===== config.mk =====
export PLATFORM = sky130hd
export DESIGN_NAME = rsci_top
export DESIGN_NICKNAME = d
export VERILOG_FILES = /design/src/rsci_pkg.sv /design/src/rsci_radio_fsm.sv /design/src/rsci_top.sv
export VERILOG_INCLUDE_DIRS = /design/src
export SDC_FILE = /design/constraint.sdc
export NUM_CORES = 1
export LEC_CHECK = 0
export BUFFER_PORTS_ARGS = -buffer_cell sky130_fd_sc_hd__buf_2
export CORE_ASPECT_RATIO = 2
export CORE_MARGIN = 8
export CORE_UTILIZATION = 40
export CTS_BUF_LIST = sky130_fd_sc_hd__clkbuf_16
export CTS_CLUSTER_SIZE = 8
export DETAILED_ROUTE_END_ITERATION = 12
export GPL_TIMING_DRIVEN = 0
export SYNTH_ARGS = -nofsm -noshare
export SYNTH_HDL_FRONTEND = slang
export SYNTH_SLANG_ARGS = --single-unit
export TNS_END_PERCENT = 5

===== constraint.sdc =====
create_clock -name clock_in -period 1.7 [get_ports clock_in]
set_clock_uncertainty 0.05 [all_clocks]
set_input_delay 0.255 -clock clock_in [delete_from_list [all_inputs] [get_ports clock_in]]
set_output_delay 0.255 -clock clock_in [all_outputs]
set_load 0.05 [all_outputs]

===== src/rsci_defs.svh =====
/*
  Constants for the radio state, command and event aggregation block:
  register offsets, field positions, reset values and timing counts.
  Assumes a 25 MHz core clock; included by bare name where needed.
*/
`ifndef RSCI_DEFS_SVH
`define RSCI_DEFS_SVH

// register offsets on the serial register port (one byte address each)
`define RSCI_OFS_RF_STATUS0 8'h00
`define RSCI_OFS_RF_STATUS1 8'h01
`define RSCI_OFS_BB_STATUS0 8'h02
`define RSCI_OFS_BB_STATUS1 8'h03
`define RSCI_OFS_CFG 8'h06
`define RSCI_OFS_RF_MASK0 8'h10
`define RSCI_OFS_RF_MASK1 8'h11
`define RSCI_OFS_BB_MASK0 8'h12
`define RSCI_OFS_BB_MASK1 8'h13
`define RSCI_OFS_STATE0 8'h20
`define RSCI_OFS_STATE1 8'h21
`define RSCI_OFS_CMD0 8'h22
`define RSCI_OFS_CMD1 8'h23

// state codes read back
`define RSCI_ST_OFF 3'h2
`define RSCI_ST_PREP 3'h3
`define RSCI_ST_TX 3'h4
`define RSCI_ST_RX 3'h5
`define RSCI_ST_TRANS 3'h6
`define RSCI_ST_RESET 3'h7

// command codes
`define RSCI_CMD_NOP 3'h0
`define RSCI_CMD_SLEEP 3'h1
`define RSCI_CMD_OFF 3'h2
`define RSCI_CMD_PREP 3'h3
`define RSCI_CMD_TX 3'h4
`define RSCI_CMD_RX 3'h5
`define RSCI_CMD_RESET 3'h7

// radio status fields
`define RSCI_RF_WAKE 0
`define RSCI_RF_READY 1
`define RSCI_RF_EDONE 2
`define RSCI_RF_LOW_BATTERY 3
`define RSCI_RF_LOCKERR 4
`define RSCI_RF_SYNCFAIL 5
// baseband status fields
`define RSCI_BB_EMATCH 3
`define RSCI_BB_TXEND 4
`define RSCI_BB_GHOLD 5
`define RSCI_BB_GREL 6
`define RSCI_BB_BUFLVL 7
// configuration fields
`define RSCI_CFG_RAW 0
`define RSCI_CFG_MASKMODE 3

// reset values
`define RSCI_RF_MASK_RST 8'h01
`define RSCI_BB_MASK_RST 8'h00
`define RSCI_CFG_RST 8'h00
`define RSCI_CMD_RST 8'h00

// state change time and its cycle count at 40 ns (least time, rounded up)
`define RSCI_TRANS_NS 200
`define RSCI_CLK_NS 40
`define RSCI_TRANS_CYC ((`RSCI_TRANS_NS + `RSCI_CLK_NS - 1) / `RSCI_CLK_NS)

`endif


===== src/rsci_pkg.sv =====
/*
  Types for the radio state, command and event aggregation block.
  Assumes rsci_defs.svh supplies the numeric constants.
*/
package rsci_pkg;
  // per-radio event inputs from the radio front end
  typedef struct packed {
    logic sync_fail;
    logic lock_err;
    logic energy_done;
  } rsci_rf_evt_s;

  // internal radio condition, binary codes written out
  typedef enum logic [2:0] {
    RSCI_RESET = 3'h0,
    RSCI_SLEEP = 3'h1,
    RSCI_OFF = 3'h2,
    RSCI_PREP = 3'h3,
    RSCI_TX = 3'h4,
    RSCI_RX = 3'h5
  } rsci_cond_e;

  typedef logic [7:0] rsci_byte_t;
endpackage


===== src/rsci_radio_fsm.sv =====
/*
  One radio's state sequencer with its one-entry command queue.
  Assumes the parent delivers single-cycle command write strobes.
*/
`include "rsci_defs.svh"

module rsci_radio_fsm import rsci_pkg::*; (
  input wire logic clock_in,
  input wire logic resetn_in,
  input wire logic ce_in,
  input wire logic cmd_wr_in,
  input wire logic [2:0] cmd_in,
  input wire logic wake_all_in,
  output logic [2:0] state_out,
  output logic asleep_out,
  output logic wake_evt_out,
  output logic ready_evt_out
);
  localparam logic [3:0] TRANS_CYC = 4'(`RSCI_TRANS_CYC);

  rsci_cond_e cur_ff;
  rsci_cond_e tgt_ff;
  logic busy_ff;
  logic [3:0] cnt_ff;
  logic pend_v_ff;
  logic [2:0] pend_ff;
  logic wake_ff;
  logic ready_ff;
  logic launch;
  logic legal;

  // defined codes only
  // sleeping radios accept only the off command; transition code is never a target
  assign legal = (cur_ff == RSCI_SLEEP) ? (pend_ff == `RSCI_CMD_OFF) :
                 (pend_ff != `RSCI_CMD_NOP) && (pend_ff != 3'h6);
  assign launch = !busy_ff && pend_v_ff;

  // one-entry queue
  // a newer write overwrites the queued one; it runs after the current change ends
  always_ff @(posedge clock_in or negedge resetn_in) begin
    if (!resetn_in) begin
      pend_v_ff <= 1'b0;
      pend_ff <= `RSCI_CMD_NOP;
    end else if (ce_in) begin
      if (wake_all_in) begin
        pend_v_ff <= 1'b1;
        pend_ff <= `RSCI_CMD_OFF;
      end else if (cmd_wr_in) begin
        pend_v_ff <= 1'b1;
        pend_ff <= cmd_in;
      end else if (launch) begin
        pend_v_ff <= 1'b0;
      end
    end
  end

  // reset then off
  // power-up starts in reset and busy, so every chip reset ends in off with a wake pulse
  always_ff @(posedge clock_in or negedge resetn_in) begin
    if (!resetn_in) begin
      cur_ff <= RSCI_RESET;
      tgt_ff <= RSCI_OFF;
      busy_ff <= 1'b1;
      cnt_ff <= TRANS_CYC;
      wake_ff <= 1'b0;
      ready_ff <= 1'b0;
    end else if (ce_in) begin
      wake_ff <= 1'b0;
      ready_ff <= 1'b0;
      if (busy_ff) begin
        if (cnt_ff <= 4'h1) begin
          busy_ff <= 1'b0;
          cur_ff <= tgt_ff;
          // wake flag after reset or sleep
          wake_ff <= (tgt_ff == RSCI_OFF) &&
                     ((cur_ff == RSCI_RESET) || (cur_ff == RSCI_SLEEP));
          ready_ff <= (tgt_ff == RSCI_PREP);
        end else begin
          cnt_ff <= cnt_ff - 4'h1;
        end
      end else if (launch && legal) begin
        busy_ff <= 1'b1;
        cnt_ff <= TRANS_CYC;
        if (pend_ff == `RSCI_CMD_RESET) begin
          cur_ff <= RSCI_RESET;
          tgt_ff <= RSCI_OFF;
        end else begin
          tgt_ff <= rsci_cond_e'(pend_ff);
        end
      end
    end
  end

  // reset and sleep both read as the reset code
  always_comb begin
    if (cur_ff == RSCI_RESET || cur_ff == RSCI_SLEEP) begin
      state_out = `RSCI_ST_RESET;
    end else if (busy_ff) begin
      state_out = `RSCI_ST_TRANS;
    end else begin
      state_out = 3'(cur_ff);
    end
  end

  assign asleep_out = (cur_ff == RSCI_SLEEP) || (cur_ff == RSCI_RESET);
  assign wake_evt_out = wake_ff;
  assign ready_evt_out = ready_ff;

  // busy away from sleep reads transition
  chk_busy_reads_trans: assert property (@(posedge clock_in) disable iff (!resetn_in)
    busy_ff && !asleep_out |-> state_out == `RSCI_ST_TRANS)
    else $error("busy radio does not read transition code");

  chk_reset_to_off: assert property (@(posedge clock_in) disable iff (!resetn_in)
    ce_in && launch && legal && pend_ff == `RSCI_CMD_RESET && !cmd_wr_in && !wake_all_in
    |=> (ce_in && !cmd_wr_in && !wake_all_in) [*5] |=> state_out == `RSCI_ST_OFF)
    else $error("reset command did not end in off");
endmodule // rsci_radio_fsm


===== src/rsci_top.sv =====
/*
  Radio state/command registers and event aggregation for two radios
  and two baseband cores, reached over the serial register port.
  Assumes the serial interface delivers one-cycle read and write
  strobes synchronous to clock_in; a burst is a run of such reads.
*/
`include "rsci_defs.svh"

module rsci_top import rsci_pkg::*; (
  input wire logic clock_in,
  input wire logic resetn_in,
  input wire logic ce_in,
  input wire logic [7:0] reg_addr_in,
  input wire logic reg_wr_in,
  input wire logic reg_rd_in,
  input wire logic [7:0] reg_wdata_in,
  input wire rsci_rf_evt_s [1:0] rf_evt_in,
  input wire logic low_battery_in,
  input wire logic [1:0][7:0] bb_evt_in,
  output logic [7:0] reg_rdata_out,
  output logic irq_out
);
  rsci_byte_t rf_stat_ff [2];
  rsci_byte_t bb_stat_ff [2];
  rsci_byte_t rf_mask_ff [2];
  rsci_byte_t bb_mask_ff [2];
  rsci_byte_t cmd_ff [2];
  rsci_byte_t cfg_ff;
  rsci_byte_t rdata_ff;
  logic irq_ff;
  logic [2:0] state [2];
  logic [1:0] asleep;
  logic [1:0] wake_evt;
  logic [1:0] ready_evt;
  logic [1:0] cmd_wr;
  logic [1:0] wake_all;
  logic [1:0] rf_clr;
  logic [1:0] bb_clr;
  rsci_byte_t rf_raw [2];
  rsci_byte_t rf_rec [2];
  rsci_byte_t bb_rec [2];
  logic raw_mode;
  logic mask_mode;
  logic deep_sleep;
  logic nxt_irq;

  assign raw_mode = cfg_ff[`RSCI_CFG_RAW];
  assign mask_mode = cfg_ff[`RSCI_CFG_MASKMODE];
  assign deep_sleep = &asleep;

  genvar n;
  generate
    for (n = 0; n < 2; n++) begin : g_chan
      // write strobe of the command register
      assign cmd_wr[n] = reg_wr_in && reg_addr_in == (`RSCI_OFS_CMD0 + 8'(n));
      // an off command to either radio in deep sleep wakes the other one too
      assign wake_all[n] = cmd_wr[1 - n] && deep_sleep &&
                           reg_wdata_in[2:0] == `RSCI_CMD_OFF;
      // every read of a status address clears it, single or burst, except baseband status in raw sample mode
      assign rf_clr[n] = reg_rd_in && reg_addr_in == (`RSCI_OFS_RF_STATUS0 + 8'(n));
      assign bb_clr[n] = reg_rd_in && reg_addr_in == (`RSCI_OFS_BB_STATUS0 + 8'(n));

      rsci_radio_fsm u_fsm (
        .clock_in(clock_in),
        .resetn_in(resetn_in),
        .ce_in(ce_in),
        .cmd_wr_in(cmd_wr[n]),
        .cmd_in(reg_wdata_in[2:0]),
        .wake_all_in(wake_all[n]),
        .state_out(state[n]),
        .asleep_out(asleep[n]),
        .wake_evt_out(wake_evt[n]),
        .ready_evt_out(ready_evt[n])
      );

      // radio event byte; one battery input feeds both radios
      // sync failure counts only in raw sample mode
      assign rf_raw[n] = {2'b00, rf_evt_in[n].sync_fail && raw_mode, rf_evt_in[n].lock_err,
                          low_battery_in, rf_evt_in[n].energy_done, ready_evt[n], wake_evt[n]};
      // mask mode decides whether masked events are recorded
      assign rf_rec[n] = rf_raw[n] & (rf_mask_ff[n] | {8{mask_mode}});
      assign bb_rec[n] = bb_evt_in[n] & (bb_mask_ff[n] | {8{mask_mode}});

      // set wins over the clearing read
      always_ff @(posedge clock_in or negedge resetn_in) begin
        if (!resetn_in) begin
          rf_stat_ff[n] <= 8'h00;
        end else if (ce_in) begin
          rf_stat_ff[n] <= (rf_clr[n] ? 8'h00 : rf_stat_ff[n]) | rf_rec[n];
        end
      end

      // baseband status frozen in raw sample mode, reads still return it
      // gain hold and release displace each other so only the latest shows; both show if they arrive in the same cycle
      always_ff @(posedge clock_in or negedge resetn_in) begin
        if (!resetn_in) begin
          bb_stat_ff[n] <= 8'h00;
        end else if (ce_in && !raw_mode) begin
          bb_stat_ff[n] <= (rf_keep(bb_stat_ff[n], bb_clr[n], bb_rec[n])) | bb_rec[n];
        end
      end

      // sleeping or resetting radio loses its masks, wake stays enabled
      always_ff @(posedge clock_in or negedge resetn_in) begin
        if (!resetn_in) begin
          rf_mask_ff[n] <= `RSCI_RF_MASK_RST;
          bb_mask_ff[n] <= `RSCI_BB_MASK_RST;
        end else if (ce_in) begin
          if (asleep[n]) begin
            rf_mask_ff[n] <= `RSCI_RF_MASK_RST;
            bb_mask_ff[n] <= `RSCI_BB_MASK_RST;
          end else begin
            if (reg_wr_in && reg_addr_in == (`RSCI_OFS_RF_MASK0 + 8'(n))) begin
              rf_mask_ff[n] <= reg_wdata_in;
            end
            if (reg_wr_in && reg_addr_in == (`RSCI_OFS_BB_MASK0 + 8'(n))) begin
              bb_mask_ff[n] <= reg_wdata_in;
            end
          end
        end
      end

      // only bits 2:0 store; upper bits stay zero
      always_ff @(posedge clock_in or negedge resetn_in) begin
        if (!resetn_in) begin
          cmd_ff[n] <= `RSCI_CMD_RST;
        end else if (ce_in && cmd_wr[n]) begin
          cmd_ff[n] <= {5'b00000, reg_wdata_in[2:0]};
        end
      end

      // wake mask bit held at 1 while asleep
      chk_wake_mask_forced: assert property (@(posedge clock_in) disable iff (!resetn_in)
        ce_in && asleep[n] |=> rf_mask_ff[n][`RSCI_RF_WAKE])
        else $error("wake mask not forced while radio asleep");

      // read with no new event leaves the register empty
      chk_read_clears: assert property (@(posedge clock_in) disable iff (!resetn_in)
        ce_in && rf_clr[n] && rf_rec[n] == 8'h00 |=> rf_stat_ff[n] == 8'h00)
        else $error("radio status not cleared by read");

      // event coinciding with the clearing read is kept
      chk_set_wins: assert property (@(posedge clock_in) disable iff (!resetn_in)
        ce_in && rf_clr[n] |=> (rf_stat_ff[n] & $past(rf_rec[n])) == $past(rf_rec[n]))
        else $error("event lost during clearing read");

      // masked lock error stays hidden in mask mode 0
      chk_masked_hidden: assert property (@(posedge clock_in) disable iff (!resetn_in)
        ce_in && !mask_mode && !rf_mask_ff[n][`RSCI_RF_LOCKERR] &&
        !rf_stat_ff[n][`RSCI_RF_LOCKERR] |=> !rf_stat_ff[n][`RSCI_RF_LOCKERR])
        else $error("masked event recorded with mask mode 0");

      // baseband status unchanged in raw sample mode
      chk_bb_frozen_raw: assert property (@(posedge clock_in) disable iff (!resetn_in)
        raw_mode |=> $stable(bb_stat_ff[n]))
        else $error("baseband status changed in raw sample mode");

      // sync failure only rises in raw sample mode
      chk_sync_raw_only: assert property (@(posedge clock_in) disable iff (!resetn_in)
        $rose(rf_stat_ff[n][`RSCI_RF_SYNCFAIL]) |-> $past(raw_mode))
        else $error("sync failure flagged outside raw sample mode");
    end
  endgenerate

  // clear-on-read keep term with gain hold/release exclusivity
  function automatic rsci_byte_t rf_keep(input rsci_byte_t cur, input logic clr,
                                         input rsci_byte_t rec);
    rsci_byte_t k;
    k = clr ? 8'h00 : cur;
    if (rec[`RSCI_BB_GHOLD]) k[`RSCI_BB_GREL] = 1'b0;
    if (rec[`RSCI_BB_GREL]) k[`RSCI_BB_GHOLD] = 1'b0;
    return k;
  endfunction

  // configuration register: raw sample mode and mask mode
  always_ff @(posedge clock_in or negedge resetn_in) begin
    if (!resetn_in) begin
      cfg_ff <= `RSCI_CFG_RST;
    end else if (ce_in && reg_wr_in && reg_addr_in == `RSCI_OFS_CFG) begin
      cfg_ff <= reg_wdata_in & 8'h09; // only the two defined bits store
    end
  end

  // read data registered one cycle after the strobe; unmapped reads return zero
  always_ff @(posedge clock_in or negedge resetn_in) begin
    if (!resetn_in) begin
      rdata_ff <= 8'h00;
    end else if (ce_in && reg_rd_in) begin
      case (reg_addr_in)
        `RSCI_OFS_RF_STATUS0: rdata_ff <= rf_stat_ff[0];
        `RSCI_OFS_RF_STATUS1: rdata_ff <= rf_stat_ff[1];
        `RSCI_OFS_BB_STATUS0: rdata_ff <= bb_stat_ff[0];
        `RSCI_OFS_BB_STATUS1: rdata_ff <= bb_stat_ff[1];
        `RSCI_OFS_CFG: rdata_ff <= cfg_ff;
        `RSCI_OFS_RF_MASK0: rdata_ff <= rf_mask_ff[0];
        `RSCI_OFS_RF_MASK1: rdata_ff <= rf_mask_ff[1];
        `RSCI_OFS_BB_MASK0: rdata_ff <= bb_mask_ff[0];
        `RSCI_OFS_BB_MASK1: rdata_ff <= bb_mask_ff[1];
        `RSCI_OFS_STATE0: rdata_ff <= {5'b00000, state[0]};
        `RSCI_OFS_STATE1: rdata_ff <= {5'b00000, state[1]};
        `RSCI_OFS_CMD0: rdata_ff <= cmd_ff[0];
        `RSCI_OFS_CMD1: rdata_ff <= cmd_ff[1];
        default: rdata_ff <= 8'h00;
      endcase
    end
  end

  // one pin for all four sources, held while any enabled bit pends
  assign nxt_irq = |(rf_stat_ff[0] & rf_mask_ff[0]) | |(rf_stat_ff[1] & rf_mask_ff[1]) |
                   |(bb_stat_ff[0] & bb_mask_ff[0]) | |(bb_stat_ff[1] & bb_mask_ff[1]);

  always_ff @(posedge clock_in or negedge resetn_in) begin
    if (!resetn_in) begin
      irq_ff <= 1'b0;
    end else if (ce_in) begin
      irq_ff <= nxt_irq;
    end
  end

  assign reg_rdata_out = rdata_ff;
  assign irq_out = irq_ff;

  // pin follows enabled pending events one cycle later
  chk_irq_follows: assert property (@(posedge clock_in) disable iff (!resetn_in)
    ce_in |=> irq_out == $past(nxt_irq))
    else $error("interrupt pin does not match pending enabled events");

  // low battery lands in both radio registers together
  chk_low_battery_pair: assert property (@(posedge clock_in) disable iff (!resetn_in)
    ce_in && low_battery_in && (mask_mode || (rf_mask_ff[0][3] && rf_mask_ff[1][3]))
    |=> rf_stat_ff[0][`RSCI_RF_LOW_BATTERY] && rf_stat_ff[1][`RSCI_RF_LOW_BATTERY])
    else $error("low battery not flagged in both radios");

  // command register upper bits read zero
  chk_cmd_upper_zero: assert property (@(posedge clock_in) disable iff (!resetn_in)
    cmd_ff[0][7:3] == 5'b00000 && cmd_ff[1][7:3] == 5'b00000)
    else $error("command register upper bits not zero");
endmodule // rsci_top


Word-level counts from Yosys, hierarchy flattened
Index checks and enable logic that the tools add are counted.
{ "totals": {"reg_bits": 115, "wordCells": 221, "input_bits": 44, "output_inout_bits": 9} }
{ "classes": {"mux": 67, "bitwise_logic": 21, "magnitude_cmp": 2, "n_reduce_logical": 71, "n_addsub": 2, "eq_ne": 29} }
{ "ops": {"columns": ["operator", "count"], "rows": [
  ["8-bit one-hot mux with 13 select lines", 1],
  ["8-bit two-way mux", 12],
  ["8-bit bitwise OR", 8],
  ["3-bit two-way mux", 18],
  ["8-bit AND", 6],
  ["8-bit by 5-bit == test with 1-bit output, second input constant", 4],
  ["8-bit by 6-bit == test with 1-bit output, second input constant", 4],
  ["8-bit OR reduction", 4],
  ["1-bit logical AND", 30],
  ["1-bit two-way mux", 30],
  ["4-bit two-way mux", 6],
  ["3-bit by 2-bit == test with 1-bit output, second input constant", 7],
  ["2-bit nonzero test", 10],
  ["2-bit AND reduction", 9],
  ["6-bit by 8-bit AND with 8-bit output", 2],
  ["8-bit by 2-bit == test with 1-bit output, second input constant", 2],
  ["3-bit AND reduction", 4],
  ["3-bit nonzero test", 4],
  ["8-bit by 1-bit == test with 1-bit output, second input constant", 1],
  ["8-bit by 3-bit == test with 1-bit output, second input constant", 1],
  ["4-bit by 1-bit less-or-equal comparator with 1-bit output, second input constant", 2],
  ["8-bit zero test", 1],
  ["2-bit != test, second input constant", 4],
  ["4-bit AND reduction", 2],
  ["other kinds (9)", 20]
]} }

Depth between registers and ports, before layout
{ "depth": {"depth_word": 7, "ltp_mapped": 7} }

By module
Synthesis repeated with hierarchy kept, for this count alone.
{ "hier_totals": {"cells_unflattened": 594, "area_unflattened_um2": 6079.6} }
{ "modules_own_cells": {"columns": ["module", "seq_area_each_um2", "instances", "cells_per_inst", "area_each_um2"], "rows": [
  ["rsci_top", 1929.4, 1, 408, 4242.8],
  ["rsci_radio_fsm", 430.4, 2, 93, 918.4]
]} }

Worst setup path after synthesis
OpenSTA, ideal clock, no wires.
{ "synth_path": {"kind": "input to register", "from": "input reg_addr_in[5]", "to": "register bb_stat_ff[5] (netlist bit)", "cell_stages": 7, "required_ps": 1523, "arrival_time_ps": 1735, "path_slack_ps": -212, "setup_time_ps": 127, "cell_sequence": "buf_6 > or4_1 > buf_2 > or4_4 > buf_6 > nand3_1 > nand2_1"} }
{ "synth_between": {"elab_chain_len": 6} }
{ "synth_rtl": {"columns": ["element", "line", "source"], "rows": [
  ["start: declaration", "rsci_top.sv:13", "input wire logic [7:0] reg_addr_in,"],
  ["8-bit by 2-bit == test with 1-bit output", "rsci_top.sv:61", "assign bb_clr[n] = reg_rd_in && reg_addr_in == (`RSCI_OFS_BB_STATUS0 + 8'(n));"],
  ["1-bit logical AND", "rsci_top.sv:61", null],
  ["8-bit two-way mux", "rsci_top.sv:169", "k = clr ? 8'h00 : cur;"],
  ["1-bit two-way mux", "rsci_top.sv:171", "if (rec[`RSCI_BB_GREL]) k[`RSCI_BB_GHOLD] = 1'b0;"],
  ["1-bit two-way mux", "rsci_top.sv:98", "end else if (ce_in && !raw_mode) begin"],
  ["8-bit bitwise OR", "rsci_top.sv:99", "bb_stat_ff[n] <= (rf_keep(bb_stat_ff[n], bb_clr[n], bb_rec[n])) | bb_rec[n];"],
  ["end signal: indexed assignment", "rsci_top.sv:99", null],
  ["end: declaration", "rsci_top.sv:24", "rsci_byte_t bb_stat_ff [2];"]
]} }
Every way passes these cells. The select of a mux whose other input is x is not followed.
A chain may end at the register's enable or synchronous reset.

Final worst setup path
{ "layout_path": {"from": "register g_chan[1].u_fsm.cnt_ff[0]", "to": "register g_chan[1].u_fsm.wake_ff"} }
{ "layout_between": {"elab_chain_len": 3} }
{ "layout_rtl": {"columns": ["element", "line", "source"], "rows": [
  ["start: declaration", "rsci_radio_fsm.sv:24", "logic [3:0] cnt_ff;"],
  ["start signal: assignment", "rsci_radio_fsm.sv:79", "cnt_ff <= cnt_ff - 4'h1;"],
  ["4-bit by 1-bit less-or-equal comparator with 1-bit output", "rsci_radio_fsm.sv:71", "if (cnt_ff <= 4'h1) begin"],
  ["1-bit two-way mux", "rsci_radio_fsm.sv:71", null],
  ["1-bit two-way mux", "rsci_radio_fsm.sv:70", "if (busy_ff) begin"],
  ["end signal: assignment", "rsci_radio_fsm.sv:75", "wake_ff <= (tgt_ff == RSCI_OFF) &&"],
  ["end: declaration", "rsci_radio_fsm.sv:27", "logic wake_ff;"]
]} }
Every way passes these cells.

==> flow_summary.ini <==
[clock_network]
cts-root-buf = clkbuf_16
numCtsBuffers = 9
insertion_delay_ns = 0.36
cts-root-to-sink-buffers = 2
cts_tree = yes
htreeDepth = 3
cts_sinks = 111
clk_pin_slew_worst_paths_ns = 0.08

[timing]
hold_viol_final = 0
worst_slew_margin_rel = 0.383
setup_viol = 19
worst_slack_ns = -0.122
fin_crit_sh = 1.07
rsz0062_at_grt = true
min_period_ns = 1.82
fmax_mhz = 549
worst_pin_slew_ns = 0.920
final.setup.tns_ns = -1.43
report.final.slew_viol_count = 0

[layout]
syn_to_final_growth_pct = 20.8
layout_commonest_cell = dfrtp_1
finalNonFillerCells = 780
diodes = 0
mostFrequentLayoutCells = dfrtp_1, nand2_1, a22o_1
nets = 634
drive_gt1_frac = 0.306

[synth]
ys_async_sr_fraction = 1.00
syn-num-nets = 567
synth_edf_count = 0
synth_cells = 519
synth.yosys.seq_area_share = 0.499
netlist_area_mm2 = 0.00559
ys_warn_count = 0
synth.distinct_cells = 61
synth.avg_cell_area_um2 = 10.8
synth-main-ff-cell = dfrtp_1
ys_ff_latch = 111

[drt]
wl_met2_mm = 10.4
drtAntennaViolNets = 0
drt_first_iter_violations = 386
dr_wl_met3_mm = 1.14
top_layer_used = met4
wirelength_mm = 19.4
via_per_inst = 6.23
first_pass_iters = 5
vias = 4860
wl_met1_mm = 6.41
drc = 0
wl_per_cell_um = 24.9

[global_route]
grt_usage = 0.216
overflow = 0
grt_pass1_vias = 4968
grt_pass1_wl_mm = 29.3
antenna_found_initial = 0
grt_max_degree = 69

[critical_path]
worstPathBufferInverterCount = 1
cp.depth = 7
critical_path_class = flip-flop to flip-flop
cp_cell_sequence = inv_1 > ha_1 > nor2_2 > nor3_1 > and3_1 > and3b_1 > a32o_1
crit_required_ns = 1.90
worst-path-max-fanout = 4
slowest_stage = dfstp_2
critPathTopFamily = simple AND/OR/NAND/NOR gates
slowest_delay_ns = 0.55
end_kind = flip-flop
arrival_ns = 2.03
cp-start-kind = flip-flop
r2r_cells = 7

[status]
violations = negative setup slack
outcome = finished with violations

[place]
dp.cells = 753
dpl.hpwl_mm = 14.3
place_congestion = 0.929
io_buffers = 44

[pwr]
p_per_area_mw_per_mm2 = 809
leakage_nw = 2.99
ir_drop_mv = 0.453

[floorplan]
die_area_mm2 = 0.0182
coreArea_mm2 = 0.0138
num_rows = 61
die_w_um = 99.6
start_util = 0.405
io_pins = 53
die_h_um = 183

[worst_hold_path]
worstHoldPathCells = 2
min_path_type = primary input to flip-flop

[run]
cap_violations = 0
[path summary, 6_finish.rpt]
check	start	end	slack [ns]
min	reg_addr_in[5]	reg_rdata_out[5]$_DFFE_PN0P_	0.08
min in group asynchronous	resetn_in	g_chan[1].u_fsm.cur_ff[0]$_DFFE_PN0P_	0.39
max reg2reg	g_chan[1].u_fsm.cnt_ff[0]$_DFFE_PN1P_	g_chan[1].u_fsm.wake_evt_out$_DFFE_PN0P_	-0.12
min reg2reg	reg_rdata_out[5]$_DFFE_PN0P_	reg_rdata_out[5]$_DFFE_PN0P_	0.44
max in group asynchronous	resetn_in	g_chan[0].u_fsm.cnt_ff[2]$_DFFE_PN1P_	0.42
max	g_chan[1].u_fsm.cnt_ff[0]$_DFFE_PN1P_	g_chan[1].u_fsm.wake_evt_out$_DFFE_PN0P_	-0.12
[cells in the mapped netlist (6+ instances only)]
master       n  area [um2]
o21ai_1     10        50.1
inv_1       12        45.0
and3_1       7        43.8
mux2i_1      6        60.1
a22oi_1     13        97.6
o21ai_0     33         165
nand2_1     66         248
nand3_1      7        35.0
a21oi_1      8        40.0
mux2_2      18         203
nor3_1       9        45.0
nor2_1      25        93.8
dfstp_2     10         263
o2bb2ai_1    8        70.1
o211ai_1    14         105
dfrtp_1    101        2530
mux4_2       9         203
a32o_1       6        60.1
clkbuf_1    14        52.6
a22o_1      47         412
nor2b_1      8        50.1
[timing repair]
item	in CTS	in global routing
hold buffers	1	0
endpoints found under the hold margin	43	0
pin swaps	13	5
gates resized for setup	49	26
cloned	0	0
setup buffers	9	2
setup endpoints to repair	106	94
[worst reg2reg max path, cell delays in order, from the launching register on]
cell and delay, ns:
dfstp_2 0.55, inv_1 0.04, ha_1 0.21, nor2_2 0.13, nor3_1 0.09, and3_1 0.21, and3b_1 0.19, a32o_1 0.25
[report_power, final]
| part | internal (mW) | switching, mW | leakage, nW | total (mW) |
|---|---|---|---|---|
| Combinational | 0.188 | 0.329 | 1.37 | 0.516 |
| Sequential | 2.73 | 0.108 | 1.48 | 2.84 |
| Clock | 1.03 | 1.07 | 0.139 | 2.10 |
| Total | 3.95 | 1.51 | 2.99 | 5.46 |
[cells by family after synthesis]
family / Yosys count / share of synthesized area
simple gates: 158 / 0.142
xor+xnor: 4 / 0.00627
mux: 33 / 0.0833
fa+ha+maj: 4 / 0.00895
buf+inv: 39 / 0.0356
compound gates: 170 / 0.225
flops: 111 / 0.499
[cell type report]
class / instances / area, um2
buffer: 26 / 173
clock buffer: 9 / 225
clock inverter: 7 / 62.6
fill: 1292 / 7060
inverter: 12 / 45.0
multi-input combinational: 369 / 2840
sequential: 111 / 2800
tap: 189 / 236
timing repair buffer: 57 / 368
[stage by stage]
step | setup slack, ns | instance area, um2 | power (mW) | hold WS (ns) | utilization
floorplan | -0.200 | 5600 | 3.10 | -0.0906 | -
global placement | -0.986 | 6060 | 3.35 | 0.411 | 0.438
detailed placement | -0.922 | 6090 | 3.37 | 0.250 | 0.441
CTS | -0.132 | 6630 | 5.47 | 0.0744 | 0.480
global route | -0.188 | 6750 | 5.63 | 0.0950 | 0.489
finish | -0.122 | 6750 | 5.46 | 0.0840 | 0.489
[state kept, by name (all words and copies together), names as in the netlist]
| register | flops |
|---|---|
| bb_mask_ff | 16 |
| bb_stat_ff | 16 |
| rf_mask_ff | 16 |
| rf_stat_ff | 12 |
| g_chan.u_fsm.cnt_ff | 8 |
| reg_rdata_out | 8 |
| cmd_ff | 6 |
| g_chan.u_fsm.cur_ff | 6 |
| g_chan.u_fsm.pend_ff | 6 |
| g_chan.u_fsm.tgt_ff | 6 |
| cfg_ff | 2 |
| g_chan.u_fsm.busy_ff | 2 |
| g_chan.u_fsm.pend_v_ff | 2 |
| g_chan.u_fsm.ready_evt_out | 2 |
| g_chan.u_fsm.wake_evt_out | 2 |
| irq_out | 1 |
[routing by layer]
metal,global-route usage,vias up
met4,0.178,0
met3,0.0327,80
met5,0,-
met2,0.383,245
li1,-,2113
met1,0.218,2422
No activity file was read; power rests on OpenSTA's default activity.
